===== config.mk =====
export PLATFORM = sky130hd
export DESIGN_NAME = bmrs_sequencer
export DESIGN_NICKNAME = d
export VERILOG_FILES = /design/src/hw/bmrs_pkg.sv /design/src/hw/bmrs_quiet_counter.sv /design/src/hw/bmrs_sequencer.sv
export VERILOG_INCLUDE_DIRS = /design/src /design/src/hw
export SDC_FILE = /design/constraint.sdc
export NUM_CORES = 1
export LEC_CHECK = 0
export BUFFER_PORTS_ARGS = -buffer_cell sky130_fd_sc_hd__buf_2
export CORE_AREA = 2 2 39 41
export CTS_BUF_LIST = sky130_fd_sc_hd__clkbuf_8
export DETAILED_ROUTE_END_ITERATION = 8
export DIE_AREA = 0 0 41 43
export PLACE_DENSITY = 0.74
export SLEW_MARGIN = 20
export SYNTH_ARGS = -nofsm -noshare
export SYNTH_HDL_FRONTEND = slang
export SYNTH_SLANG_ARGS = --single-unit

===== constraint.sdc =====
create_clock -name clk -period 3 [get_ports clk]
set_clock_uncertainty 0.1 [all_clocks]
set_input_delay 0.15 -clock clk [delete_from_list [all_inputs] [get_ports clk]]
set_output_delay 0.15 -clock clk [all_outputs]
set_load 0.01 [all_outputs]

===== src/hw/bmrs_defines.svh =====
`ifndef BMRS_DEFINES_SVH
`define BMRS_DEFINES_SVH
`define BMRS_QUIET_CYCLES   4'h1
`define BMRS_SETTLE_CYCLES  4'h1
`endif


===== src/hw/bmrs_pkg.sv =====
package bmrs_pkg;
    typedef enum logic [2:0] {
        BMRS_RUN,
        BMRS_PRE_QUIET,
        BMRS_IN_RESET,
        BMRS_POST_QUIET
    } bmrs_state_t;
endpackage : bmrs_pkg


===== src/hw/bmrs_quiet_counter.sv =====
`timescale 1ns/100ps
// Counts cycles of a condition, flags when count reached
module bmrs_quiet_counter #(
    parameter int unsigned WIDTH = 4
) (
    input  wire logic             clk,
    input  wire logic             resetn,
    input  wire logic             clear,
    input  wire logic [WIDTH-1:0] target,
    output logic                  done
);
    logic [WIDTH-1:0] count_q;

    always_ff @(posedge clk or negedge resetn) begin
        if (!resetn) begin
            count_q <= '0;
        end else if (clear) begin
            count_q <= '0;
        end else if (count_q != target) begin
            count_q <= count_q + {{(WIDTH-1){1'b0}}, 1'b1};
        end
    end

    assign done = !clear && (count_q == target);
endmodule : bmrs_quiet_counter


===== src/hw/bmrs_sequencer.sv =====
`timescale 1ns/100ps
`include "bmrs_defines.svh"
// ----------------------------------------------------------------
// Reset sequencer for embedded block memory
// ----------------------------------------------------------------
module bmrs_sequencer #(
    parameter int unsigned CNT_W = 4
) (
    input  wire logic             clk,
    input  wire logic             resetn,
    input  wire logic             fifoMode,
    input  wire logic             gsrEnable,
    input  wire logic             fullResetReq,
    input  wire logic             readPointerResetReq,
    input  wire logic             globalSetResetReq,
    input  wire logic             userClockEnable,
    input  wire logic             userWriteEnable,
    input  wire logic             userReadPortEnable,
    output logic                  memClockEnable,
    output logic                  memWriteEnable,
    output logic                  memReadPortEnable,
    output logic                  memFullReset,
    output logic                  memReadPointerReset,
    output logic                  globalSetReset,
    output logic                  busy
);
    import bmrs_pkg::*;

    // ------------------------------------------------------------
    // Request gathering
    // ------------------------------------------------------------
    logic        gsrLive;
    logic        anyReq;
    logic        wrAffected_d;
    logic        wrAffected_q;
    bmrs_state_t state_q;
    logic        cntClear;
    logic        cntDone;
    logic [CNT_W-1:0] cntTarget;
    logic        fullRst_q;
    logic        rpRst_q;
    logic        gsr_q;

    // FIFO use forces the global set/reset on
    assign gsrLive = globalSetResetReq && (gsrEnable || fifoMode);
    assign anyReq  = fullResetReq || readPointerResetReq || gsrLive;
    // In FIFO mode, read-pointer reset alone leaves the write port free once wrAffected_q loads, one cycle after the request
    assign wrAffected_d = !fifoMode || fullResetReq || gsrLive;

    // ------------------------------------------------------------
    // Sequence control
    // ------------------------------------------------------------
    bmrs_quiet_counter #(
        .WIDTH (CNT_W)
    ) u_quiet (
        .clk    (clk),
        .resetn (resetn),
        .clear  (cntClear),
        .target (cntTarget),
        .done   (cntDone)
    );

    assign cntClear = (state_q == BMRS_RUN) || (state_q == BMRS_IN_RESET);
    // Settle count after release, quiet count before apply
    assign cntTarget = (state_q == BMRS_POST_QUIET) ? CNT_W'(`BMRS_SETTLE_CYCLES)
                                                    : CNT_W'(`BMRS_QUIET_CYCLES);

    always_ff @(posedge clk or negedge resetn) begin
        if (!resetn) begin
            state_q <= BMRS_RUN;
        end else begin
            case (state_q)
                BMRS_RUN: begin
                    if (anyReq) begin
                        state_q <= BMRS_PRE_QUIET;
                    end
                end
                BMRS_PRE_QUIET: begin
                    if (cntDone) begin
                        state_q <= BMRS_IN_RESET;
                    end
                end
                BMRS_IN_RESET: begin
                    if (!anyReq) begin
                        state_q <= BMRS_POST_QUIET;
                    end
                end
                BMRS_POST_QUIET: begin
                    if (anyReq) begin
                        state_q <= BMRS_IN_RESET;
                    end else if (cntDone) begin
                        state_q <= BMRS_RUN;
                    end
                end
                default: begin
                    state_q <= BMRS_RUN;
                end
            endcase
        end
    end

    always_ff @(posedge clk or negedge resetn) begin
        if (!resetn) begin
            wrAffected_q <= 1'b1;
        end else if (state_q == BMRS_RUN && anyReq) begin
            wrAffected_q <= wrAffected_d;
        end else if (state_q != BMRS_RUN && wrAffected_d && anyReq) begin
            wrAffected_q <= 1'b1;
        end
    end

    // ------------------------------------------------------------
    // Reset outputs, registered, asserted only while quiet
    // ------------------------------------------------------------
    always_ff @(posedge clk or negedge resetn) begin
        if (!resetn) begin
            fullRst_q <= 1'b0;
            rpRst_q   <= 1'b0;
            gsr_q     <= 1'b0;
        end else begin
            // Memory samples these asynchronously
            fullRst_q <= (state_q == BMRS_IN_RESET) && fullResetReq;
            rpRst_q   <= (state_q == BMRS_IN_RESET) && readPointerResetReq;
            gsr_q     <= (state_q == BMRS_IN_RESET) && gsrLive;
        end
    end

    assign memFullReset        = fullRst_q;
    assign memReadPointerReset = rpRst_q;
    assign globalSetReset      = gsr_q;

    // ------------------------------------------------------------
    // Enable gating
    // ------------------------------------------------------------
    logic quiet;
    assign quiet = (state_q != BMRS_RUN) || anyReq;

    assign memClockEnable    = userClockEnable && !quiet;
    assign memReadPortEnable = userReadPortEnable && !quiet;
    assign memWriteEnable    = userWriteEnable && !(quiet && wrAffected_q)
                               && !(anyReq && wrAffected_d);
    assign busy              = quiet;
endmodule : bmrs_sequencer

==> results of run 1 <==
[tightest hold or removal path, stage by stage]
cell and delay [ns]:
buf_2 0.12, inv_1 0.09, nor3b_1 0.05
[cells by family (layout without fill, tap and decap cells)]
family	Yosys count	count (layout)	synth area share, %
and+or+nand+nor	24	24	31.7
DFF	10	10	45.8
AOI/OAI and AO/OA	8	8	11.4
buffers and inverters	3	23	3.42
adders and majority gates	2	2	4.56
xor gates and xnor gates	2	2	3.19
[Yosys cell counts, drive strengths merged, types with 2 or more instances]
cell   n
dfrtp  9
and2   2
nand3  2
nor3b  2
a21oi  2
nand2  4
nor2   2
or2b   2
ha     2
inv    2
a21o   2
nand4  2
and3   2
[through the flow]
step | util [%] | hold WS (ns) | total power [µW]
global route | 50.1 | 0.145 | 557
floorplan | - | -0.246 | 339
finish | 50.1 | 0.127 | 515
global placement | 46.1 | -0.0783 | 370
detailed placement | 46.1 | -0.0842 | 381
CTS | 50.1 | 0.120 | 523
[routing by layer]
layer | share of wire (%) | wire, µm
met5 | 0 | 0
met4 | 4.5 | 44
met3 | 6.6 | 65
met2 | 44 | 433
met1 | 44 | 435
[state kept, by name (all words and copies together), names as in the netlist]
register / cells
wrAffected_q: 1
u_quiet.count_q: 4
state_q: 2
memReadPointerReset: 1
globalSetReset: 1
memFullReset: 1
[power groups by stage]
stage          combinational (µW)  clock [µW]  sequential [µW]
2_1_floorplan                 126           0              213
3_3_place_gp                  144           0              225
3_5_place_dp                  154           0              227
4_1_cts                       155         142              226
5_1_grt                       176         148              233
6_report                      153         137              226
[cell type report]
type / count / area, µm² / area share, %
inverter: 2 / 7.51 / 1.08
clock inverter: 1 / 3.75 / 0.542
timing repair buffer: 17 / 90.1 / 13.0
multi-input combinational: 36 / 279 / 40.3
clock buffer: 3 / 41.3 / 5.96
tap: 16 / 20.0 / 2.89
sequential: 10 / 251 / 36.3
[path summary, 6_finish.rpt]
| kind | start | to | slack [ns] |
|---|---|---|---|
| worst min register to register | wrAffected_q | wrAffected_q | 0.41 |
| worst max-delay path | state_q[0] | memWriteEnable | 1.25 |
| worst min-delay path | fullResetReq | memFullReset | 0.13 |
| min in group asynchronous | resetn | u_quiet.count_q[1] | 0.20 |
| worst max register to register | u_quiet.count_q[1] | u_quiet.count_q[0] | 1.41 |
| max in group asynchronous | resetn | wrAffected_q | 2.35 |
==> impl_metrics.env, run 1 <==
export IMPL_groute_usage_overall_pct=15.8
export IMPL_portion_of_total_power_attributed_to_the_clock_network_pct=26.5
export IMPL_post_drt_wl_per_cell_um=11.5
export IMPL_data_required_time_at_the_worst_endpoint_ns=2.75
export IMPL_count_of_final_max_slew_check_failures=0
export IMPL_numClockSinks=10
export IMPL_leakagePower_uw=0.000347
export IMPL_tightestPinTransition_ns=0.366
export IMPL_sequential_share_of_the_synthesized_area_pct=45.8
export IMPL_commonest_non_fill_non_tap_cells_in_the_layout="buf_2 (16), dfrtp_1 (9), inv_1 (3), nand2_1 (3), clkbuf_8 (3)"
export IMPL_num_nets_final=82
export IMPL_worst_ep_arrival_time_ns=1.50
export IMPL_clk_transition_reported_paths_ns=0.04
export IMPL_synth_nets=61
export IMPL_floorplan_initialDensity_pct=39.7
export IMPL_hold_buffers=1
export IMPL_netlist_area_um2=549
export IMPL_worstSetupPathDepth=4
export IMPL_synthTopCellsByArea="dfrtp_1 (41%), dfstp_2 (4.8%), ha_1 (4.6%), nor4_4 (3.9%), and4bb_4 (3.0%)"
export IMPL_postSynthRegisterBits=10
export IMPL_synth_largest_area_cell="dfrtp_1"
export IMPL_drt_first_iter_violations=9
export IMPL_postCtsResizedCells=0
export IMPL_synthToLayoutAreaGrowth_pct=26.2
export IMPL_dpl_worst_slack_ns=1.43
export IMPL_seq_power_share_pct=43.8
export IMPL_cell_count_after_placement=80
export IMPL_post_synth_num_cell_types=29
export IMPL_place_gp_congestion=0.637
export IMPL_cap_violations=0
export IMPL_cts_tree="yes"
export IMPL_grt_start_max_net_pins=11
export IMPL_synthesis_yosys_warnings=0
export IMPL_result_of_the_run="completed"
export IMPL_rsz0062_at_grt="false"
export IMPL_fill_cells=128
export IMPL_coreArea_mm2=0.00138
export IMPL_power_ir_vdd_worst_mv=0.253
export IMPL_drtPass1Iterations=4
export IMPL_final_area_um2=693
export IMPL_setup_viol=0
export IMPL_post_synth_top_area_fraction_pct=41.0
export IMPL_floorplan_die_area_mm2=0.00176
export IMPL_internal_power_uw=349
export IMPL_hold_viol=0
export IMPL_via_count_of_the_first_global_routing_pass=423
export IMPL_setup_slack_ns=1.25
export IMPL_timing_setup_critical_path_class="flop to primary output"
export IMPL_asyncSetResetFlopFracSynth_pct=100
export IMPL_ant_nets=0
export IMPL_layout_min_cycle_time_ns=1.75
export IMPL_highest_achievable_clock_rate_mhz=572
export IMPL_finalWirelength_um=978
export IMPL_worst_path_max_delay_cell="dfrtp_1"
export IMPL_p_switching_uw=166
export IMPL_worstPathBufferInverterCount=1
export IMPL_detail_route_vias_per_cell=5.22
export IMPL_worstPathCellList="nor4_4, nand2_2, a21oi_2, buf_2"
export IMPL_hold_path_class="primary input to flop"
export IMPL_initial_antenna_violation_count=0
export IMPL_post_route_drc_count=0
export IMPL_drive_above_1_share_pct=37.7
export IMPL_swShare_pct=32.2
export IMPL_use_met2_pct=22.2
export IMPL_power_density_mw_per_mm2=743
export IMPL_post_layout_nonfiller_instances=85
export IMPL_hold_depth=3
export IMPL_worst_path_dominant_cell_family="flip-flops"
export IMPL_clock_insertion_delay_worst_skew_ns=0.23
export IMPL_global_route_usage_met3_pct=4.71
export IMPL_port_buffer_count=16
export IMPL_timing_critical_path_from_type="flop"
export IMPL_die_width_um=41
export IMPL_mostFrequentLayoutCell="buf_2"
export IMPL_synth_enable_flop_cells=0
export IMPL_num_vias=444
export IMPL_global_route_peak_usage_layer="met2"
export IMPL_syn_area_per_cell_um2=11.2
export IMPL_cts_root_buffer="clkbuf_8"
export IMPL_postSynthCellCount=49
export IMPL_timing_reg2reg_worst_path_depth=5
export IMPL_cts_post_setup_buffers_inserted=0
export IMPL_critical_path_endpoint_type="primary output"
export IMPL_h_tree_depth=1
export IMPL_slew_headroom_pct=75.6
export IMPL_die_y_extent_um=43
export IMPL_m1_gr_usage_pct=18.4
export IMPL_floorplan_io_pins=17
export IMPL_cts_root_to_sink_buffers=2
export IMPL_delay_of_the_slowest_critical_path_stage_ns=0.50
export IMPL_global_route_wire_length_before_repair_um=1770
export IMPL_dp_area_um2=638
export IMPL_antenna_cells=0
export IMPL_critPathMaxFanout=10
export IMPL_synth_main_ff_cell="dfrtp_1"
export IMPL_final_setup_tns_ns=0
export IMPL_floorplan_rows=14
export IMPL_cts_buffers_inserted=3
export IMPL_finalCritPeriodShare_pct=58.3
export IMPL_share_comb_of_total_power_pct=29.6
export IMPL_globalRoute_totalOverflow=0
Note: power is estimated with default switching activity, not from simulation.
==> inputs of run 2 (changes only) <==
--- a/config.mk
+++ b/config.mk
@@ -11,7 +11,7 @@
 export CTS_BUF_LIST = sky130_fd_sc_hd__clkbuf_8
 export DETAILED_ROUTE_END_ITERATION = 8
 export DIE_AREA = 0 0 41 43
-export PLACE_DENSITY = 0.74
+export PLACE_DENSITY = 0.76
 export SLEW_MARGIN = 20
 export SYNTH_ARGS = -nofsm -noshare
 export SYNTH_HDL_FRONTEND = slang
==> constraint.sdc (replaced) <==
create_clock -name clk -period 1.5 [get_ports clk]
set_clock_uncertainty 0.1 [all_clocks]
set_input_delay 0.075 -clock clk [delete_from_list [all_inputs] [get_ports clk]]
set_output_delay 0.075 -clock clk [all_outputs]
set_load 0.01 [all_outputs]
==> run 2 against run 1 <==
Against the previous run: critical path depth did not move; routed wire length rose by 8.4%; cell area rose by 8.3%; flip-flop and latch count stayed put; final cell count up 7.1%; setup slack lost 1.2 ns; critical path type unchanged; critical endpoint unchanged; largest cell class unchanged; highest routed layer unchanged.
==> impl_metrics.env, run 2 (synthesis results as in run 1) <==
export IMPL_floorplan_initialDensity_pct=39.7
export IMPL_timing_critical_path_from_type="flop"
export IMPL_cts_buffers_inserted=3
export IMPL_drive_above_1_share_pct=45.3
export IMPL_critical_path_reg2reg_endpoint="u_quiet.count_q[0]"
export IMPL_critical_path_endpoint_type="primary output"
export IMPL_final_area_um2=751
export IMPL_worst_hold_path_endpoint="memFullReset"
export IMPL_cell_count_after_placement=84
export IMPL_post_route_drc_count=0
export IMPL_clk_transition_reported_paths_ns=0.05
export IMPL_place_gp_congestion=0.746
export IMPL_fill_cells=124
export IMPL_post_layout_nonfiller_instances=91
export IMPL_die_y_extent_um=43
export IMPL_floorplan_die_area_mm2=0.00176
export IMPL_drt_first_iter_violations=1
export IMPL_clock_insertion_delay_worst_skew_ns=0.23
export IMPL_final_setup_tns_ns=0
export IMPL_regs_by_ff_count="u_quiet.count_q: 4 flops, state_q: 2 flops"
export IMPL_ff_latch_area_um2=251
export IMPL_hold_depth=3
export IMPL_cts_root_to_sink_buffers=2
export IMPL_hold_ws_ns=0.0500
export IMPL_ant_nets=0
export IMPL_floorplan_io_pins=17
export IMPL_multi_input_comb_area_um2=282
export IMPL_grt_start_max_net_pins=11
export IMPL_floorplan_rows=14
export IMPL_cts_tree="yes"
export IMPL_worst_case_register_to_register_setup_slack_ns=0.02
export IMPL_largest_register_ff_count=4
export IMPL_drtPass1Iterations=3
export IMPL_die_width_um=41
export IMPL_coreArea_mm2=0.00138
export IMPL_setup_viol=0
export IMPL_most_flops_register="u_quiet.count_q"
export IMPL_timing_setup_critical_path_class="flop to primary output"
export IMPL_global_route_wire_length_before_repair_um=1600
export IMPL_port_buffer_count=16
export IMPL_slew_headroom_pct=75.7
export IMPL_power_ir_vdd_worst_mv=0.634
export IMPL_result_of_the_run="completed"
export IMPL_h_tree_depth=1
export IMPL_delay_of_the_slowest_critical_path_stage_ns=0.40
export IMPL_via_count_of_the_first_global_routing_pass=389
export IMPL_post_drt_wl_per_cell_um=11.6
export IMPL_num_nets_final=88
export IMPL_synthToLayoutAreaGrowth_pct=36.7
export IMPL_finalCritPeriodShare_pct=99.3
export IMPL_commonest_non_fill_non_tap_cells_in_the_layout="buf_2 (16), dfrtp_1 (9), buf_4 (6)"
export IMPL_antenna_cells=0
export IMPL_numClockSinks=10
export IMPL_worstPathCellList="nor4_4, nand2_2, a21oi_2, buf_2"
export IMPL_data_required_time_at_the_worst_endpoint_ns=1.32
export IMPL_timing_reg2reg_worst_path_depth=5
export IMPL_worst_ep_arrival_time_ns=1.31
export IMPL_detail_route_vias_per_cell=4.98
export IMPL_rsz0062_at_grt="true"
export IMPL_hold_viol=0
export IMPL_layout_min_cycle_time_ns=1.49
export IMPL_leakagePower_uw=0.000377
export IMPL_dp_area_um2=668
export IMPL_initial_antenna_violation_count=0
export IMPL_power_density_mw_per_mm2=1590
export IMPL_mostFrequentLayoutCell="buf_2"
export IMPL_highest_achievable_clock_rate_mhz=671
export IMPL_worst_path_dominant_cell_family="simple AND/OR/NAND/NOR gates"
export IMPL_power_uw=1190
export IMPL_worstPathBufferInverterCount=1
export IMPL_finalWirelength_um=1060
export IMPL_globalRoute_totalOverflow=0
export IMPL_worst_min_path_start="fullResetReq"
export IMPL_rr_startpoint="u_quiet.count_q[1]"
export IMPL_hold_path_class="primary input to flop"
export IMPL_num_vias=453
export IMPL_tightestPinTransition_ns=0.365
export IMPL_worst_path_max_delay_cell="dfrtp_1"
export IMPL_count_of_final_max_slew_check_failures=0
export IMPL_groute_usage_overall_pct=13.8
export IMPL_cts_root_buffer="clkbuf_8"
export IMPL_cap_violations=0
export IMPL_critPathMaxFanout=4
==> run 2: stage by stage <==
stage	utilization, %	worst slack, ns
6_report	54.2	0.0105
5_1_grt	54.2	-0.0602
4_1_cts	53.0	0.00128
3_5_place_dp	48.3	0.0276
3_3_place_gp	48.3	0.0594
2_1_floorplan	-	0.0306
==> run 2: worst min-delay path, stage by stage <==
cell	delay [ns]
buf_2	0.12
inv_1	0.09
nor3b_1	0.05
==> run 2: cell type report <==
class | count | area share [%]
Timing Repair Buffer | 23 | 18.0
Sequential cell | 10 | 33.5
Clock buffer | 4 | 7.33
Multi-Input combinational cell | 36 | 37.5
Tap cell | 16 | 2.67
Inverter | 2 | 1.00
==> run 2: report_power, final <==
part	total, µW	internal [µW]	switching, µW
registers	398	350	48.8
clock network	334	230	104
logic	460	258	202
==> run 2: worst max-delay path by stage <==
| stage | to | start | slack (ns) | cells past startpoint |
|---|---|---|---|---|
| after floorplan | u_quiet.count_q[0] | u_quiet.count_q[1] | 0.03 | 5 |
| after global placement | u_quiet.count_q[0] | u_quiet.count_q[1] | 0.06 | 5 |
| after detailed placement | u_quiet.count_q[0] | u_quiet.count_q[1] | 0.03 | 5 |
| after CTS | memWriteEnable | state_q[0] | 0.001 | 4 |
| after global routing | memWriteEnable | state_q[0] | -0.06 | 4 |
| final | memWriteEnable | state_q[0] | 0.01 | 4 |
==> run 2: metal layers <==
layer,track usage (%),wire length [µm]
met5,0,0
met4,6.00,28
met3,6.28,42
met2,19.7,534
met1,17.1,456
==> run 2: timing repair <==
item,4_1_cts,5_1_grt
endpoints found under the setup margin,1,4
pin swaps,3,3
setup buffers,0,2
hold buffers,1,0
gates resized for setup,0,1
hold endpoints to repair,10,0
